## config.mk

```make
export PLATFORM = sky130hd
export DESIGN_NAME = cith_step
export DESIGN_NICKNAME = d
export VERILOG_FILES = /design/src/design/cith_pkg.sv /design/src/design/cith_tick_if.sv /design/src/design/cith_stop_filter.sv /design/src/design/cith_step.sv
export SDC_FILE = /design/constraint.sdc
export NUM_CORES = 1
export LEC_CHECK = 0
export BUFFER_PORTS_ARGS = -buffer_cell sky130_fd_sc_hd__buf_4
export CELL_PAD_IN_SITES_DETAIL_PLACEMENT = 1
export CELL_PAD_IN_SITES_GLOBAL_PLACEMENT = 1
export CORE_MARGIN = 2
export CORE_UTILIZATION = 47
export CTS_CLUSTER_DIAMETER = 150
export DETAILED_ROUTE_END_ITERATION = 12
export PLACE_DENSITY_LB_ADDON = 0.2
export SLEW_MARGIN = 20
export SYNTH_ARGS = -nofsm -noshare
export SYNTH_HDL_FRONTEND = slang
export SYNTH_SLANG_ARGS = --single-unit
export TNS_END_PERCENT = 100
```

## constraint.sdc

```tcl
create_clock -name clk -period 4.8 [get_ports clk]
set_input_delay 0.48 -clock clk [delete_from_list [all_inputs] [get_ports clk]]
set_output_delay 0.48 -clock clk [all_outputs]
set_load 0.005 [all_outputs]
```

## src/design/cith_pkg.sv

```systemverilog
// Purpose: Shared constants and types for the chemical inject timer hold
// Assumes: 40 MHz clock, one-cycle second tick derived inside the block
// Notes: Times are held in their own units and converted to cycles here
package cith_pkg;
  localparam int unsigned CLK_HZ = 40000000;
  localparam int unsigned CHEM_NUM = 5;
  localparam int unsigned TIME_W = 16;
  localparam int unsigned DEB_MS = 10;
  localparam int unsigned DEB_CYC = (CLK_HZ / 1000) * DEB_MS;
  localparam int unsigned SEC_CYC = CLK_HZ;
  localparam int unsigned MIN_INJ_S = 10;
  localparam logic [15:0] FLUSH_S_RST = 16'h0005;

  typedef enum logic [4:0] {
    CITH_IDLE = 5'h01,
    CITH_RUN = 5'h02,
    CITH_FLUSH_WAIT = 5'h04,
    CITH_FLUSH = 5'h08,
    CITH_DONE = 5'h10
  } cith_state_type;
endpackage

```

## src/design/cith_tick_if.sv

```systemverilog
// Purpose: Carries the hold level and second tick between block modules
// Assumes: Single clock domain
// Notes: Filter drives hold, main block consumes it
`timescale 1ns/1ps
interface cith_tick_if;
  logic hold;
  logic tick;
  modport src (output hold, output tick);
  modport dst (input hold, input tick);
endinterface

```

## src/design/cith_stop_filter.sv

```systemverilog
// Purpose: Synchronise and debounce timer stop contact, make second tick
// Assumes: Contact closed reads as stop_n low
// Notes: Hold changes only after input stable for the debounce count
`timescale 1ns/1ps
module cith_stop_filter #(
  parameter int unsigned DEB_CYC = cith_pkg::DEB_CYC,
  parameter int unsigned SEC_CYC = cith_pkg::SEC_CYC
) (
  input wire logic clk,
  input wire logic resetn,
  input wire logic timer_stop_n,
  cith_tick_if.src tk
);
  typedef struct packed {
    logic s1;
    logic s2;
    logic hold;
    logic [31:0] deb;
    logic [31:0] sec;
  } cith_flt_type;
  cith_flt_type r_q, r_d;

  always_comb begin
    r_d = r_q;
    r_d.s1 = ~timer_stop_n;
    r_d.s2 = r_q.s1;
    if (r_q.s2 == r_q.hold) begin
      r_d.deb = 32'h0;
    end else if (r_q.deb >= DEB_CYC - 1) begin
      r_d.deb = 32'h0;
      r_d.hold = r_q.s2;
    end else begin
      r_d.deb = r_q.deb + 32'h1;
    end
    if (r_q.sec >= SEC_CYC - 1) begin
      r_d.sec = 32'h0;
    end else begin
      r_d.sec = r_q.sec + 32'h1;
    end
  end

  always_ff @(posedge clk) begin
    if (!resetn) begin
      r_q <= '0;
    end else begin
      r_q <= r_d;
    end
  end

  assign tk.hold = r_q.hold;
  assign tk.tick = (r_q.sec == SEC_CYC - 1);

  chk_hold_debounce: assert property (@(posedge clk) disable iff (!resetn)
    (r_q.s2 == r_q.hold) |=> !$changed(r_q.hold))
    else $error("Hold changed without a stable differing input");
endmodule

```

## src/design/cith_step.sv

```systemverilog
// Purpose: Formula step sequencer with chemical, flush and hold handling
// Assumes: Step loaded by start pulse; times in whole seconds
// Notes: Coin mode strap ignores the stop contact entirely
`timescale 1ns/1ps
module cith_step #(
  parameter int unsigned CHEM_NUM = cith_pkg::CHEM_NUM,
  parameter int unsigned TIME_W = cith_pkg::TIME_W,
  parameter int unsigned DEB_CYC = cith_pkg::DEB_CYC,
  parameter int unsigned SEC_CYC = cith_pkg::SEC_CYC
) (
  input wire logic clk,
  input wire logic resetn,
  input wire logic timer_stop_n,
  input wire logic coin_mode,
  input wire logic step_start,
  input wire logic [TIME_W-1:0] step_time_s,
  input wire logic [CHEM_NUM-1:0] chem_sel,
  input wire logic [TIME_W-1:0] inject_time_s,
  input wire logic [TIME_W-1:0] flush_time_s,
  input wire logic fill_req,
  input wire logic level_reached,
  input wire logic [2:0] motion_req,
  output logic [CHEM_NUM-1:0] chem_req,
  output logic flush_out,
  output logic fill_out,
  output logic [2:0] motion_out,
  output logic [TIME_W-1:0] remain_s,
  output logic timer_held,
  output logic step_busy,
  output logic step_done
);
  typedef struct packed {
    cith_pkg::cith_state_type st;
    logic [TIME_W-1:0] remain;
    logic [TIME_W-1:0] inj;
    logic [TIME_W-1:0] flush;
    logic [TIME_W-1:0] flush_len;
    logic [CHEM_NUM-1:0] sel;
    logic [CHEM_NUM-1:0] chem;
    logic flush_due;
    logic flush_on;
    logic fill;
    logic [2:0] motion;
    logic done;
  } cith_step_type;
  cith_step_type r_q, r_d;

  cith_tick_if tk ();
  logic held;

  cith_stop_filter #(
    .DEB_CYC(DEB_CYC),
    .SEC_CYC(SEC_CYC)
  ) u_filter (
    .clk(clk),
    .resetn(resetn),
    .timer_stop_n(timer_stop_n),
    .tk(tk)
  );

  assign held = tk.hold & ~coin_mode;

  always_comb begin
    r_d = r_q;
    r_d.done = 1'b0;
    case (r_q.st)
      cith_pkg::CITH_IDLE, cith_pkg::CITH_DONE: begin
        if (step_start) begin
          r_d.st = cith_pkg::CITH_RUN;
          r_d.remain = step_time_s;
          r_d.inj = inject_time_s;
          r_d.flush_len = flush_time_s;
          r_d.sel = chem_sel;
          r_d.chem = (inject_time_s != '0) ? chem_sel : '0;
          r_d.flush_due = 1'b0;
          r_d.fill = fill_req;
          r_d.motion = motion_req;
        end
      end
      cith_pkg::CITH_RUN, cith_pkg::CITH_FLUSH_WAIT,
      cith_pkg::CITH_FLUSH: begin
        if (r_q.fill && level_reached) begin
          r_d.fill = 1'b0;
        end
        if (tk.tick) begin
          if (r_q.chem != '0) begin
            if (r_q.inj <= 1) begin
              r_d.chem = '0;
              r_d.flush_due = 1'b1;
            end else begin
              r_d.inj = r_q.inj - 1'b1;
            end
          end
          if (!held && r_q.remain != '0) begin
            r_d.remain = r_q.remain - 1'b1;
          end
          if (r_q.flush_on) begin
            if (r_q.flush <= 1) begin
              r_d.flush_on = 1'b0;
            end else begin
              r_d.flush = r_q.flush - 1'b1;
            end
          end
        end
        if (r_q.flush_due && !held && !r_q.flush_on) begin
          r_d.flush_due = 1'b0;
          r_d.flush_on = 1'b1;
          r_d.flush = (r_q.flush_len == '0) ? TIME_W'(1) : r_q.flush_len;
        end
        if (r_q.flush_due) begin
          r_d.st = cith_pkg::CITH_FLUSH_WAIT;
        end else if (r_q.flush_on) begin
          r_d.st = cith_pkg::CITH_FLUSH;
        end else begin
          r_d.st = cith_pkg::CITH_RUN;
        end
        if (r_q.remain == '0 && !held && r_q.chem == '0 &&
            !r_q.flush_due && !r_q.flush_on) begin
          r_d.st = cith_pkg::CITH_DONE;
          r_d.motion = '0;
          r_d.fill = 1'b0;
          r_d.done = 1'b1;
        end
      end
      default: begin
        r_d = '0;
        r_d.st = cith_pkg::CITH_IDLE;
      end
    endcase
  end

  always_ff @(posedge clk) begin
    if (!resetn) begin
      r_q <= '0;
      r_q.st <= cith_pkg::CITH_IDLE;
    end else begin
      r_q <= r_d;
    end
  end

  // One request output per chemical channel
  for (genvar i = 0; i < CHEM_NUM; i++) begin
    assign chem_req[i] = r_q.chem[i];
    chk_chan_sel: assert property (@(posedge clk) disable iff (!resetn)
      chem_req[i] |-> r_q.sel[i])
      else $error("Chemical output not selected for this step");
  end
  assign flush_out = r_q.flush_on;
  assign fill_out = r_q.fill;
  assign motion_out = r_q.motion;
  assign remain_s = r_q.remain;
  assign timer_held = held;
  assign step_busy = (r_q.st != cith_pkg::CITH_IDLE) &&
                     (r_q.st != cith_pkg::CITH_DONE);
  assign step_done = r_q.done;

  chk_timer_hold: assert property (@(posedge clk) disable iff (!resetn)
    (held && step_busy && !step_start) |=> $stable(remain_s))
    else $error("Remaining time moved while held");

  chk_timer_resume: assert property (@(posedge clk) disable iff (!resetn)
    (!held && tk.tick && step_busy && remain_s != '0)
    |=> remain_s == $past(remain_s) - 1'b1)
    else $error("Timer did not resume decrement");

  chk_no_advance: assert property (@(posedge clk) disable iff (!resetn)
    (held && step_busy) |=> !step_done)
    else $error("Event ended while held");

  chk_fill_close: assert property (@(posedge clk) disable iff (!resetn)
    (fill_out && level_reached) |=> !fill_out)
    else $error("Fill stayed open at level");

  chk_chem_end: assert property (@(posedge clk) disable iff (!resetn)
    (chem_req != '0 && tk.tick && r_q.inj <= 1 && step_busy)
    |=> chem_req == '0 && r_q.flush_due)
    else $error("Chemical did not end at its time");

  chk_flush_defer: assert property (@(posedge clk) disable iff (!resetn)
    (held && !flush_out) |=> !flush_out)
    else $error("Flush started while held");

  chk_flush_after: assert property (@(posedge clk) disable iff (!resetn)
    (r_q.flush_due && !held && !flush_out) |=> flush_out)
    else $error("Flush not issued after injection");

  chk_motion_hold: assert property (@(posedge clk) disable iff (!resetn)
    (held && step_busy) |=> $stable(motion_out))
    else $error("Motion changed while held");

  chk_coin_ignore: assert property (@(posedge clk) disable iff (!resetn)
    coin_mode |-> !timer_held)
    else $error("Hold active in coin mode");

  chk_busy_chem: assert property (@(posedge clk) disable iff (!resetn)
    (chem_req != '0)
    |-> step_busy)
    else $error("Chemical requested outside a step");

  chk_flush_busy: assert property (@(posedge clk) disable iff (!resetn)
    flush_out
    |-> step_busy)
    else $error("Flush active outside a step");

  chk_flush_nochem: assert property (@(posedge clk) disable iff (!resetn)
    flush_out
    |-> chem_req == '0)
    else $error("Flush overlaps an injection");

  chk_done_pulse: assert property (@(posedge clk) disable iff (!resetn)
    step_done
    |=> !step_done)
    else $error("Done longer than one cycle");

  chk_done_busy: assert property (@(posedge clk) disable iff (!resetn)
    step_done
    |-> !step_busy)
    else $error("Done while still busy");

  chk_done_clear: assert property (@(posedge clk) disable iff (!resetn)
    step_done
    |-> remain_s == '0 && motion_out == '0 && !fill_out)
    else $error("Step ended with actions still on");

  chk_start_load: assert property (@(posedge clk) disable iff (!resetn)
    (!step_busy && step_start)
    |=> step_busy && remain_s == $past(step_time_s))
    else $error("Step not loaded on start");

  chk_chem_load: assert property (@(posedge clk) disable iff (!resetn)
    (!step_busy && step_start && inject_time_s != '0)
    |=> chem_req == $past(chem_sel))
    else $error("Chemical outputs differ from selection");

  chk_chem_keep: assert property (@(posedge clk) disable iff (!resetn)
    (held && chem_req != '0 && !(tk.tick && r_q.inj <= 1))
    |=> chem_req == $past(chem_req))
    else $error("Injection cut short by hold");

  chk_fill_keep: assert property (@(posedge clk) disable iff (!resetn)
    (held && fill_out && !level_reached)
    |=> fill_out)
    else $error("Fill closed during hold before level");

  chk_remain_floor: assert property (@(posedge clk) disable iff (!resetn)
    (remain_s == '0 && step_busy)
    |=> remain_s == '0)
    else $error("Remaining time wrapped");

  chk_remain_tick: assert property (@(posedge clk) disable iff (!resetn)
    (!tk.tick && step_busy)
    |=> $stable(remain_s))
    else $error("Remaining time moved without tick");

  chk_flush_end: assert property (@(posedge clk) disable iff (!resetn)
    (flush_out && tk.tick && r_q.flush <= 1)
    |=> !flush_out)
    else $error("Flush outlasted its time");

  chk_idle_quiet: assert property (@(posedge clk) disable iff (!resetn)
    !step_busy
    |-> chem_req == '0 && !flush_out && motion_out == '0)
    else $error("Outputs active while idle");

  chk_fill_idle: assert property (@(posedge clk) disable iff (!resetn)
    !step_busy
    |-> !fill_out)
    else $error("Fill open while idle");

  chk_inj_count: assert property (@(posedge clk) disable iff (!resetn)
    (chem_req != '0 && tk.tick && r_q.inj > 1)
    |=> r_q.inj == $past(r_q.inj) - 1'b1)
    else $error("Injection time not counted");

  chk_coin_count: assert property (@(posedge clk) disable iff (!resetn)
    (coin_mode && tk.tick && step_busy && remain_s != '0)
    |=> remain_s == $past(remain_s) - 1'b1)
    else $error("Timer stopped in coin mode");

  chk_done_unheld: assert property (@(posedge clk) disable iff (!resetn)
    step_done
    |-> !$past(held))
    else $error("Step ended while held");

  chk_flush_source: assert property (@(posedge clk) disable iff (!resetn)
    $rose(flush_out)
    |-> $past(r_q.flush_due))
    else $error("Flush without a pending injection");

  chk_due_keep: assert property (@(posedge clk) disable iff (!resetn)
    (r_q.flush_due && held)
    |=> r_q.flush_due)
    else $error("Pending flush lost during hold");
endmodule

```

==> out/metrics.cfg <==
[finish]
fin_cells = 1137
area.growth.synth_to_final_pct = 17.9
drive_gt1_frac = 0.169
n_fill_cell = 1830
fin_nets = 1007
diodes = 0
fin_util = 0.565

[placement]
post-dp-hpwl_mm = 15.0
placed_cells = 1105
gp_congestion = 0.877
io_buffers = 91

[die]
start_util = 0.479
chipWidth_um = 128
die_h_um = 128
coreArea_um2 = 15100
design.portCount = 92
die_area_um2 = 16400
rows = 45

[global_routing]
grt-ovfl-total = 0
grt.total_usage = 0.268
grt_max_degree = 47
grt_pass1_vias = 7108
antenna_found_initial = 0
grt_first_pass_wirelength_mm = 35.4

[worst_setup_path]
critPathCaptureType = flip-flop
start_kind = flip-flop
cpMaxStageDelayCell = nor4_1
worst-path-buf-inv = 0
cp.required_ps = 5080
cp_data_arrival_time_ps = 3350
criticalPathCategory = reg -> reg
cp_top_family = simple AND/OR/NAND/NOR gates
crit_chain = nor4_1, nand4_1, nor3_1, o21ai_0, a22oi_1, nor2_1
worstPathMaxFanout = 7
slowest_delay_ps = 880

[route]
drt-pass1-iter-count = 5
routed-via-count = 6762
antenna_left = 0
routedWlPerCell_um = 18.7
drc = 0
viasPerCell = 5.95
drt_iter0_markers = 377
wl_mm = 21.2

[synthesis]
syn_area_per_cell_um2 = 8.38
synth_most_common_cell = dfxtp_1
synth_area_um2 = 7250
ys_warn_count = 0
yosysTopAreaCell = dfxtp_1
async_flop_share = 0
yosys-top-cells-area = dfxtp_1 41%, nor2_1 5.8%, nand2_1 4.3%
synth_cells = 865
yosysSeqAreaShare = 0.409
synth_common_cells = 148 x dfxtp_1, 112 x nor2_1, 83 x nand2_1
synth_cell_type_count = 75
synth_flop_cell = dfxtp_1
synth_edf_count = 0
yosys.area.top_type_share = 0.409
synth-seq-cells = 148

[power]
p_sw_frac = 0.286
ir_drop_uv = 307
leakagePower_nw = 3.33
p_sw_uw = 909
total_power_mw = 3.18
p_int_mw = 2.27
p_comb_frac = 0.146
power_density_nw_per_um2 = 372
seqPwrFrac = 0.423
clock_power_share = 0.431

[clock_network]
cts_tree = yes
clk_path_buf_depth = 2
clk_latency_ps = 440
cts_setup_buffers = 0
cts_resized = 0
cts.hold.buffers_added = 0
clock_sinks = 148
clk_pin_slew_worst_paths_ps = 60
root_buffer = clkbuf_16
cts_inserted_buffers = 17
htreeDepth = 4

[min_path]
hp-class = in -> reg

[run]
maxCapViolCount = 0

[timing]
hold_viol_final = 0
max_freq_mhz = 326
fin_crit_sh = 0.639
setup_viol = 0
fin_setup_tns_ps = 0
rsz0062_at_grt = false
finalCriticalPeriod_ps = 3070
finClkSkew_ps = 10.3
timing.final.max_slew_violations = 0
tightest_slew_ps = 1040
max-slew-margin-rel = 0.305

[outcome]
status = complete, no violations

metrics by stage:
step / hold slack [ps] / cell area (um2) / worst slack (ps)
2_1_floorplan: 412 / 7320 / 2520
3_3_place_gp: 423 / 7940 / 1780
3_5_place_dp: 442 / 7940 / 1610
4_1_cts: 194 / 8540 / 1860
5_1_grt: 205 / 8550 / 1500
6_report: 211 / 8550 / 1730
layout by cell type, fill, tap and decap left out, types with 9 or more instances in the layout:
cell type	synthesis	routed
dfxtp_1	148	148
nor2_1	112	112
buf_4	24	96
nand2_1	83	83
nand3_1	53	53
a21oi_1	50	49
nor3_1	31	31
xor2_1	28	28
o21ai_0	27	27
xnor2_1	26	26
nor4_1	23	23
conb_1	1	19
inv_1	17	17
clkbuf_16	0	17
nand4_1	13	13
and3_1	12	12
a22oi_1	12	12
a32o_1	11	11
or3_1	9	9
power by group through the flow:
stage               Sequential (mW)  Clock (mW)  Combinational, mW
global placement               1.37           0              0.439
finish                         1.35        1.37              0.463
CTS                            1.34        1.39              0.461
detailed placement             1.37           0              0.456
floorplan                      1.35           0              0.322
global route                   1.35        1.45              0.511
flip-flops by register name, indices dropped and copies added (netlist names):
register,flops
u_filter.r_q,65
r_q,54
remain_s,16
chem_req,5
motion_out,3
fill_out,1
flush_out,1
step_done,1
u_filter.r_d,1
u_filter.tk.hold,1
cells by family after synthesis:
logic type,Yosys count,synth area share
AOI/OAI and AO/OA,183,0.182
xor gates and xnor gates,54,0.0652
adders and majority gates,8,0.0138
buffers and inverters,80,0.0568
DFF,148,0.409
muxes,6,0.00828
other,1,0.000517
and+or+nand+nor,385,0.265
layer usage:
metal  track usage  share of wire  wire length, um  vias up
met5             0              0                0        -
met2         0.463           0.50            10500      158
met3        0.0497          0.038              815       33
li1              -              -                -     3252
met4        0.0847          0.017              370        0
met1         0.338           0.45             9520     3319
worst paths after layout:
path                         start                to  slack [ps]  depth (start not counted)
setup / recovery       remain_s[2]     motion_out[1]        1730                          6
hold / removal        timer_stop_n  u_filter.r_d[65]         210                          2
setup reg to reg       remain_s[2]     motion_out[1]        1730                          6
hold reg to reg   u_filter.r_d[65]  u_filter.r_q[65]         430                          1
final cells by class:
cell class,instances,area (um2),area share
multi-input combinational,655,3960,0.463
sequential,148,2960,0.347
clock inverter,14,165,0.0193
inverter,18,67.6,0.00790
timing repair buffer,96,721,0.0843
clock buffer,18,439,0.0514
tap,188,235,0.0275
Power figures use the tool's default switching activity.
